$ cat config.mk
export PLATFORM = sky130hd
export DESIGN_NAME = thermo_cmd_layer
export DESIGN_NICKNAME = d
export VERILOG_FILES = /design/src/hdl/lsb_first_rx.v /design/src/hdl/conversion_unit.v /design/src/hdl/thermo_cmd_layer.v
export VERILOG_INCLUDE_DIRS = /design/src /design/src/hdl
export SDC_FILE = /design/constraint.sdc
export NUM_CORES = 1
export LEC_CHECK = 0
export BUFFER_PORTS_ARGS = -buffer_cell sky130_fd_sc_hd__buf_2
export CAP_MARGIN = 40
export CORE_UTILIZATION = 50
export CTS_CLUSTER_SIZE = 25
export DETAILED_ROUTE_END_ITERATION = 6
export GPL_TIMING_DRIVEN = 0
export PLACE_DENSITY = 0.69
export SLEW_MARGIN = 25
export SYNTH_ARGS = -nofsm -noshare
export SYNTH_HDL_FRONTEND = slang
export SYNTH_SLANG_ARGS = --single-unit
$ cat constraint.sdc
create_clock -name clock -period 14.4 [get_ports clock]
set_input_delay 2.88 -clock clock [delete_from_list [all_inputs] [get_ports clock]]
set_output_delay 2.88 -clock clock [all_outputs]
set_load 0.005 [all_outputs]
$ cat src/hdl/thermo_consts.vh
`ifndef THERMO_CONSTS_VH
`define THERMO_CONSTS_VH

// rom-level command codes
`define CMD_READ_ID        8'h01
`define CMD_MATCH_ID       8'h02
`define CMD_SEARCH_ID      8'h03
`define CMD_SKIP_ID        8'h04
`define CMD_ALARM_SEARCH   8'h05

// memory and control command codes
`define CMD_CONVERT        8'h10
`define CMD_READ_SCRATCH   8'h11
`define CMD_WRITE_SCRATCH  8'h12
`define CMD_COPY_LIMITS    8'h13
`define CMD_RECALL_LIMITS  8'h14
`define CMD_READ_POWER     8'h15

// identifier and transfer sizes
`define ID_BITS            64
`define TEMP_BITS          9
`define SCRATCH_BITS       32

// nonvolatile limit values after reset
`define UPPER_LIMIT_RESET  8'h7d
`define LOWER_LIMIT_RESET  8'hc9

// conversion time and clock rate
`define CONV_TIME_MS       200
`define CLOCK_KHZ          250000
`define CONV_CYCLES        (`CONV_TIME_MS * `CLOCK_KHZ)

`endif

$ cat src/hdl/lsb_first_rx.v
`timescale 1ns/1ns
module lsb_first_rx (
    input  wire       clock,
    input  wire       reset,
    input  wire       clear,
    input  wire       bit_valid,
    input  wire       bit_value,
    output reg  [7:0] data,
    output reg        done
);
    reg [2:0] count;

    always @(posedge clock or posedge reset) begin
        if (reset) begin
            data  <= 8'h00;
            count <= 3'h0;
            done  <= 1'b0;
        end else if (clear) begin
            count <= 3'h0;
            done  <= 1'b0;
        end else begin
            done <= bit_valid && (count == 3'h7);
            if (bit_valid) begin
                data  <= {bit_value, data[7:1]};
                count <= count + 3'h1;
            end
        end
    end
endmodule // lsb_first_rx

$ cat src/hdl/conversion_unit.v
`timescale 1ns/1ns
`include "thermo_consts.vh"
module conversion_unit #(
    parameter CYCLES = `CONV_CYCLES,
    parameter CW     = 32
) (
    input  wire       clock,
    input  wire       reset,
    input  wire       start,
    input  wire [8:0] temp_sense,
    input  wire [7:0] upper_alarm_limit,
    input  wire [7:0] lower_alarm_limit,
    output reg        busy,
    output reg  [8:0] temperature,
    output reg        alarm
);
    localparam [CW-1:0] LOAD = CYCLES - 1;

    reg  [CW-1:0] count;
    // half-degree bit dropped so the whole-degree part lines up with the limit bytes
    wire signed [7:0] whole = temp_sense[8:1];

    always @(posedge clock or posedge reset) begin
        if (reset) begin
            busy        <= 1'b0;
            count       <= {CW{1'b0}};
            temperature <= 9'h000;
            alarm       <= 1'b0;
        end else if (busy) begin
            if (count == {CW{1'b0}}) begin
                busy        <= 1'b0;
                temperature <= temp_sense;
                alarm       <= (whole > $signed(upper_alarm_limit)) ||
                               (whole < $signed(lower_alarm_limit));
            end else begin
                count <= count - {{(CW-1){1'b0}}, 1'b1};
            end
        end else if (start) begin
            busy  <= 1'b1;
            count <= LOAD;
        end
    end
endmodule // conversion_unit

$ cat src/hdl/thermo_cmd_layer.v
`timescale 1ns/1ns
`include "thermo_consts.vh"
module thermo_cmd_layer #(
    parameter [63:0] ROM_ID      = 64'h0000_0000_0000_0001, // arbitrary value
    parameter        CONV_CYCLES = `CONV_CYCLES,
    parameter        CONV_CW     = 32
) (
    input  wire       clock,
    input  wire       reset,
    input  wire       bus_reset,
    input  wire       slot_write,
    input  wire       slot_bit,
    input  wire       slot_read,
    input  wire [8:0] temp_sense,
    input  wire       vdd_present,
    output reg        reply_bit,
    output reg        selected,
    output wire       conv_busy,
    output wire       alarm_flag,
    output reg  [7:0] upper_alarm_limit,
    output reg  [7:0] lower_alarm_limit
);
    localparam [10:0] S_IDLE     = 11'h001;
    localparam [10:0] S_ROM_CMD  = 11'h002;
    localparam [10:0] S_ID_SEND  = 11'h004;
    localparam [10:0] S_ID_MATCH = 11'h008;
    localparam [10:0] S_ID_SRCH  = 11'h010;
    localparam [10:0] S_FUNC_CMD = 11'h020;
    localparam [10:0] S_SCR_SEND = 11'h040;
    localparam [10:0] S_SCR_RECV = 11'h080;
    localparam [10:0] S_POWER    = 11'h100;
    localparam [10:0] S_CONV     = 11'h200;
    localparam [10:0] S_DONE     = 11'h400;

    reg  [10:0] state;
    reg  [6:0]  bit_idx;
    reg  [1:0]  phase;
    reg  [63:0] tx_shift;
    reg         byte_sel;
    reg  [7:0]  scratch_upper;
    reg  [7:0]  scratch_lower;
    reg         conv_start;

    // id bit at a slot index; six bits wrap, so the look-ahead past bit 63 stays in range
    function id_at;
        input [5:0] idx;
        begin
            id_at = ROM_ID[idx];
        end
    endfunction

    // one lsb-first step; the vacated top fills with ones, the released-line level
    function [63:0] shift_out;
        input [63:0] word;
        begin
            shift_out = {1'b1, word[63:1]};
        end
    endfunction

    wire [7:0]  rx_data;
    wire        rx_done;
    wire [8:0]  temperature;
    wire        id_bit = id_at(bit_idx[5:0]);
    wire        last_bit = (bit_idx == 7'h3f);
    wire        rx_feed = slot_write &&
                          (state == S_ROM_CMD || state == S_FUNC_CMD || state == S_SCR_RECV);

    // readback image: temperature low, sign-extended high, then the limit copies
    wire [31:0] scratch_image = {scratch_lower, scratch_upper,
                                 {7{temperature[8]}}, temperature};

    lsb_first_rx u_rx (
        .clock     (clock),
        .reset     (reset),
        .clear     (bus_reset),
        .bit_valid (rx_feed),
        .bit_value (slot_bit),
        .data      (rx_data),
        .done      (rx_done)
    );

    conversion_unit #(
        .CYCLES (CONV_CYCLES),
        .CW     (CONV_CW)
    ) u_conv (
        .clock             (clock),
        .reset             (reset),
        .start             (conv_start),
        .temp_sense        (temp_sense),
        .upper_alarm_limit (upper_alarm_limit),
        .lower_alarm_limit (lower_alarm_limit),
        .busy              (conv_busy),
        .temperature       (temperature),
        .alarm             (alarm_flag)
    );

    always @(posedge clock or posedge reset) begin
        if (reset) begin
            state             <= S_IDLE;
            bit_idx           <= 7'h00;
            phase             <= 2'h0;
            tx_shift          <= {64{1'b1}};
            reply_bit         <= 1'b1;
            selected          <= 1'b0;
            byte_sel          <= 1'b0;
            conv_start        <= 1'b0;
            scratch_upper     <= `UPPER_LIMIT_RESET;
            scratch_lower     <= `LOWER_LIMIT_RESET;
            upper_alarm_limit <= `UPPER_LIMIT_RESET;
            lower_alarm_limit <= `LOWER_LIMIT_RESET;
        end else begin
            conv_start <= 1'b0;
            if (bus_reset) begin
                // a bus reset aborts any sequence; a running conversion keeps going
                state     <= S_ROM_CMD;
                selected  <= 1'b0;
                reply_bit <= 1'b1;
                tx_shift  <= {64{1'b1}};
                bit_idx   <= 7'h00;
                phase     <= 2'h0;
                byte_sel  <= 1'b0;
            end else begin
                case (state)
                    S_IDLE: begin
                        reply_bit <= 1'b1;
                    end
                    S_ROM_CMD: begin
                        if (rx_done) begin
                            bit_idx <= 7'h00;
                            phase   <= 2'h0;
                            case (rx_data)
                                `CMD_READ_ID: begin
                                    state     <= S_ID_SEND;
                                    tx_shift  <= ROM_ID;
                                    reply_bit <= ROM_ID[0];
                                end
                                `CMD_MATCH_ID: begin
                                    state <= S_ID_MATCH;
                                end
                                `CMD_SEARCH_ID: begin
                                    state     <= S_ID_SRCH;
                                    reply_bit <= ROM_ID[0];
                                end
                                `CMD_SKIP_ID: begin
                                    state    <= S_FUNC_CMD;
                                    selected <= 1'b1;
                                end
                                `CMD_ALARM_SEARCH: begin
                                    if (alarm_flag) begin
                                        state     <= S_ID_SRCH;
                                        reply_bit <= ROM_ID[0];
                                    end else begin
                                        state <= S_DONE;
                                    end
                                end
                                default: begin
                                    state <= S_DONE;
                                end
                            endcase
                        end
                    end
                    S_ID_SEND: begin
                        if (slot_read) begin
                            tx_shift  <= shift_out(tx_shift);
                            reply_bit <= tx_shift[1];
                            bit_idx   <= bit_idx + 7'h01;
                            if (last_bit) begin
                                state     <= S_FUNC_CMD;
                                selected  <= 1'b1;
                                reply_bit <= 1'b1;
                            end
                        end
                    end
                    S_ID_MATCH: begin
                        if (slot_write) begin
                            if (slot_bit != id_bit) begin
                                state <= S_DONE;
                            end else if (last_bit) begin
                                state    <= S_FUNC_CMD;
                                selected <= 1'b1;
                            end
                            bit_idx <= bit_idx + 7'h01;
                        end
                    end
                    S_ID_SRCH: begin
                        // per bit: send id bit, send its complement, then take master's choice
                        case (phase)
                            2'h0: begin
                                if (slot_read) begin
                                    phase     <= 2'h1;
                                    reply_bit <= ~id_bit;
                                end
                            end
                            2'h1: begin
                                if (slot_read) begin
                                    phase     <= 2'h2;
                                    reply_bit <= 1'b1;
                                end
                            end
                            default: begin
                                if (slot_write) begin
                                    phase   <= 2'h0;
                                    bit_idx <= bit_idx + 7'h01;
                                    if (slot_bit != id_bit) begin
                                        state <= S_DONE;
                                    end else if (last_bit) begin
                                        state    <= S_FUNC_CMD;
                                        selected <= 1'b1;
                                    end else begin
                                        reply_bit <= id_at(bit_idx[5:0] + 6'h01);
                                    end
                                end
                            end
                        endcase
                    end
                    S_FUNC_CMD: begin
                        if (rx_done) begin
                            selected <= 1'b0;
                            case (rx_data)
                                `CMD_CONVERT: begin
                                    state      <= S_CONV;
                                    conv_start <= 1'b1;
                                    reply_bit  <= 1'b0;
                                end
                                `CMD_READ_SCRATCH: begin
                                    state     <= S_SCR_SEND;
                                    tx_shift  <= {32'hffff_ffff, scratch_image};
                                    reply_bit <= scratch_image[0];
                                end
                                `CMD_WRITE_SCRATCH: begin
                                    state    <= S_SCR_RECV;
                                    byte_sel <= 1'b0;
                                end
                                `CMD_COPY_LIMITS: begin
                                    upper_alarm_limit <= scratch_upper;
                                    lower_alarm_limit <= scratch_lower;
                                    state             <= S_DONE;
                                end
                                `CMD_RECALL_LIMITS: begin
                                    scratch_upper <= upper_alarm_limit;
                                    scratch_lower <= lower_alarm_limit;
                                    state         <= S_DONE;
                                end
                                `CMD_READ_POWER: begin
                                    state     <= S_POWER;
                                    reply_bit <= vdd_present;
                                end
                                default: begin
                                    state <= S_DONE;
                                end
                            endcase
                        end
                    end
                    S_SCR_SEND: begin
                        if (slot_read) begin
                            tx_shift  <= shift_out(tx_shift);
                            reply_bit <= tx_shift[1];
                        end
                    end
                    S_SCR_RECV: begin
                        if (rx_done) begin
                            byte_sel <= 1'b1;
                            if (byte_sel) begin
                                scratch_lower <= rx_data;
                                state         <= S_DONE;
                            end else begin
                                scratch_upper <= rx_data;
                            end
                        end
                    end
                    S_POWER: begin
                        reply_bit <= vdd_present;
                    end
                    S_CONV: begin
                        // read slots show 0 while busy, 1 once the result is in place;
                        // the start pulse counts as busy, else a stray 1 shows before busy rises
                        reply_bit <= ~(conv_busy | conv_start);
                    end
                    S_DONE: begin
                        reply_bit <= 1'b1;
                    end
                    default: begin
                        state <= S_IDLE;
                    end
                endcase
            end
        end
    end
endmodule // thermo_cmd_layer

==> reports/metrics.cfg <==
[cells_and_area]
n_antenna_cell = 0
fin_area_sq_mm = 0.0103
nNetsFinal = 1092
drive_above_1_share_pct = 18.4
syn2layout_area_growth_pct = 11.7

[worst_setup_path]
critPathMaxStageDelay_ns = 0.46
crit_type = in2reg
crit_required_ns = 14.75
critPathMaxFanout = 10
crit_path_start_kind = input pin
slowest_stage = clkbuf_1
rr_worst_depth = 11
endpoint_kind = flip-flop
path_delay_family = buffers and inverters
reg2reg_to = scratch_lower[1]$_DFFE_PP0P_
r2r-start = state[1]$_DFFE_PP0P_
cp.arrival_ns = 4.66
critPathBufInv = 4
crit_top_cell = clkbuf_1
r2r_slack_ns = 11.03
cp_cell_sequence = buf_2 -> clkbuf_1 -> clkbuf_1 -> clkbuf_1 -> nor2_1 -> a21oi_1

[grt]
grt_max_degree = 76
grt.total_usage_pct = 26.0
grt_overflow = 0
grt_pass1_vias = 7420
grt_pass1_wl_microns = 38000
antenna_found_initial = 0

[clock_network]
cts_tree = built
numCtsBuffers = 17
clk_latency_ns = 0.43
h-tree-depth = 4
cts_setup_buffers = 0
hold_buffers = 0
cts_root_buf = clkbuf_16
cts.sinks = 174
max-clock-path-buffers = 2
clk_pin_slew_ns = 0.06
ctsResizeCount = 0

[detailed_routing]
wl_microns = 22900
vias = 7727
drt_iter0_drc = 681
ant_nets = 0
vias_per_cell = 5.96
wl_per_cell_microns = 17.6
drtPass1Iterations = 5
drc = 0

[outcome]
status = finished clean

[floorplan]
initial_core_util_pct = 51.2
io_pins = 36
chipHeight_microns = 138
core_sq_mm = 0.0180
fp-row-count = 49
die_area_sq_mm = 0.0190
die_x_microns = 138

[yosys]
yosysWarnings = 0
avgSynthCellArea_sq_um = 9.27
synth_fp_nets = 1033
synth-edff-count = 0
synth-seq-cells = 174
ys_types = 67
syn_area_sq_mm = 0.00922
synthCells = 995
yosysTopAreaCell = dfstp_2
synth_area_leaders = dfstp_2 (24%), dfrtp_1 (24%), a211o_1 (5.3%)
synth_seq_area_share_pct = 48.4
synth-async-reset-ratio_pct = 100
synth.most_common_cell = nor2_1
synth_ff_type = dfrtp_1
synthTopCellsByCount = nor2_1 (122), nand2_1 (112), dfrtp_1 (89)
synth_top_cell_area_share_pct = 24.2

[hold_path]
whs_path_depth = 2
min_path_type = reg2reg
min_to = u_conv.temperature[5]$_DFFE_PP0P_
hp-start = u_conv.temperature[5]$_DFFE_PP0P_

[placement]
place_ws_ns = 9.68
io_buffers = 35
gp_congestion = 0.906
detailed_place_hpwl_microns = 16100
place_area_sq_mm = 0.00975

[power_and_ir_drop]
total_leakage_power_nw = 4.24
p_int_mw = 0.822
combinationalPowerShare_pct = 16.9
p_switching_mw = 0.338
swShare_pct = 29.1
p_per_area_mw_per_mm2 = 113
clkPwrFrac_pct = 36.9
peakVddDrop_v = 0.000103
p_seq_share_pct = 46.2

[sta]
fmax_mhz = 232
setup_tns_ns = 0
slew_headroom_pct = 46.4
fin_crit_sh_pct = 29.9
skew_ns = 0.0115
post-route-min-period_ns = 4.31
maxSlewViolCount = 0
setup_viol = 0
fin_ws_ns = 10.09
hold_viol = 0
rsz0062_at_grt = no
worst_slew_pin_slew_ns = 0.797

[flow_run]
cap_violations = 0

-- final cells by class --
class                      count  area [sq um]
buffer                        69           282
timing repair buffer          40           245
inverter                      30           120
sequential                   174          4460
clock inverter                 7          52.6
fill                        1650          7720
multi-input combinational    722          4370
tap                          229           287
clock buffer                  25           485
-- worst max-delay path by stage --
stage                    from                                to  slack (ns)  cells after the start
floorplan               reset            bit_idx[0]$_DFFE_PP0P_        6.94                      1
CTS                 bus_reset          tx_shift[11]$_DFFE_PP1P_       10.12                      6
detailed placement  bus_reset          tx_shift[13]$_DFFE_PP1P_        9.68                      6
global route        bus_reset           tx_shift[9]$_DFFE_PP1P_        9.97                      6
global placement        reset  lower_alarm_limit[1]$_DFFE_PP0P_        4.80                      2
finish              bus_reset          tx_shift[10]$_DFFE_PP1P_       10.09                      6
-- cells by family after synthesis --
kind of cell | Yosys count | share of synthesized area [%]
adder cells (fa/ha/maj) | 22 | 2.98
buffers and inverters | 99 | 4.27
AND/OR/NAND/NOR | 380 | 19.8
AO/OA/AOI/OAI | 278 | 20.2
flip-flops | 174 | 48.4
multiplexers | 15 | 1.79
XOR/XNOR | 27 | 2.56
-- worst register-to-register path: cells and delay by family, from the launching register on --
family          cells  cell delay (ns)
compound gates      2             0.31
simple gates        5             1.44
flops               1             0.44
buf+inv             4             1.04
-- metal layers --
metal  vias to the layer above  track usage, %  share of wire [%]
met2                       245            39.9                 46
met4                         0            9.66                2.0
met3                        40            4.05                6.2
li1                       3669               -                  -
met5                         -               0                  0
met1                      3773            37.0                 46
-- through the flow --
step                cells  hold WS [ns]  utilization [%]  power, mW
floorplan             995         0.438                -      0.679
global placement     1259         0.475             53.7      0.729
detailed placement   1262         0.475             54.1      0.733
CTS                  1294         0.489             57.1       1.16
global route         1296         0.514             57.1       1.21
finish               1296         0.488             57.1       1.16
-- cell usage in the layout, fill, tap and decap left out, types with 7 or more instances in the layout --
cell	synthesis	routed
nor2_1	122	122
nand2_1	112	112
dfrtp_1	89	89
dfstp_2	85	85
a21oi_1	82	82
a211o_1	56	56
clkbuf_1	50	55
buf_2	18	55
o21ai_0	48	48
inv_1	30	29
a22oi_1	25	25
ha_1	22	22
nor3_1	19	19
nand3_1	17	17
clkbuf_16	0	17
xor2_1	15	15
nor4_1	14	14
xnor2_1	12	12
or3_1	11	11
nand3b_1	11	11
or4_1	10	10
mux2_2	10	10
nor2b_1	9	9
and2_1	9	9
or2_2	7	7
nand2b_1	7	7
and3_1	7	7
nand4_1	7	7
a22o_1	7	7
-- power groups by stage --
stage	Sequential (mW)	Combinational, mW	Clock [mW]
detailed placement	0.542	0.191	0
floorplan	0.537	0.142	0
finish	0.536	0.196	0.428
CTS	0.535	0.193	0.436
global route	0.539	0.218	0.455
global placement	0.542	0.187	0
-- flip-flops by register name, summed over array words and instances (netlist names), 9 cells and up --
signal and flops:
state 11, tx_shift 63, u_conv.count 32, u_conv.temperature 9
No activity file was read; power rests on OpenSTA's default activity.
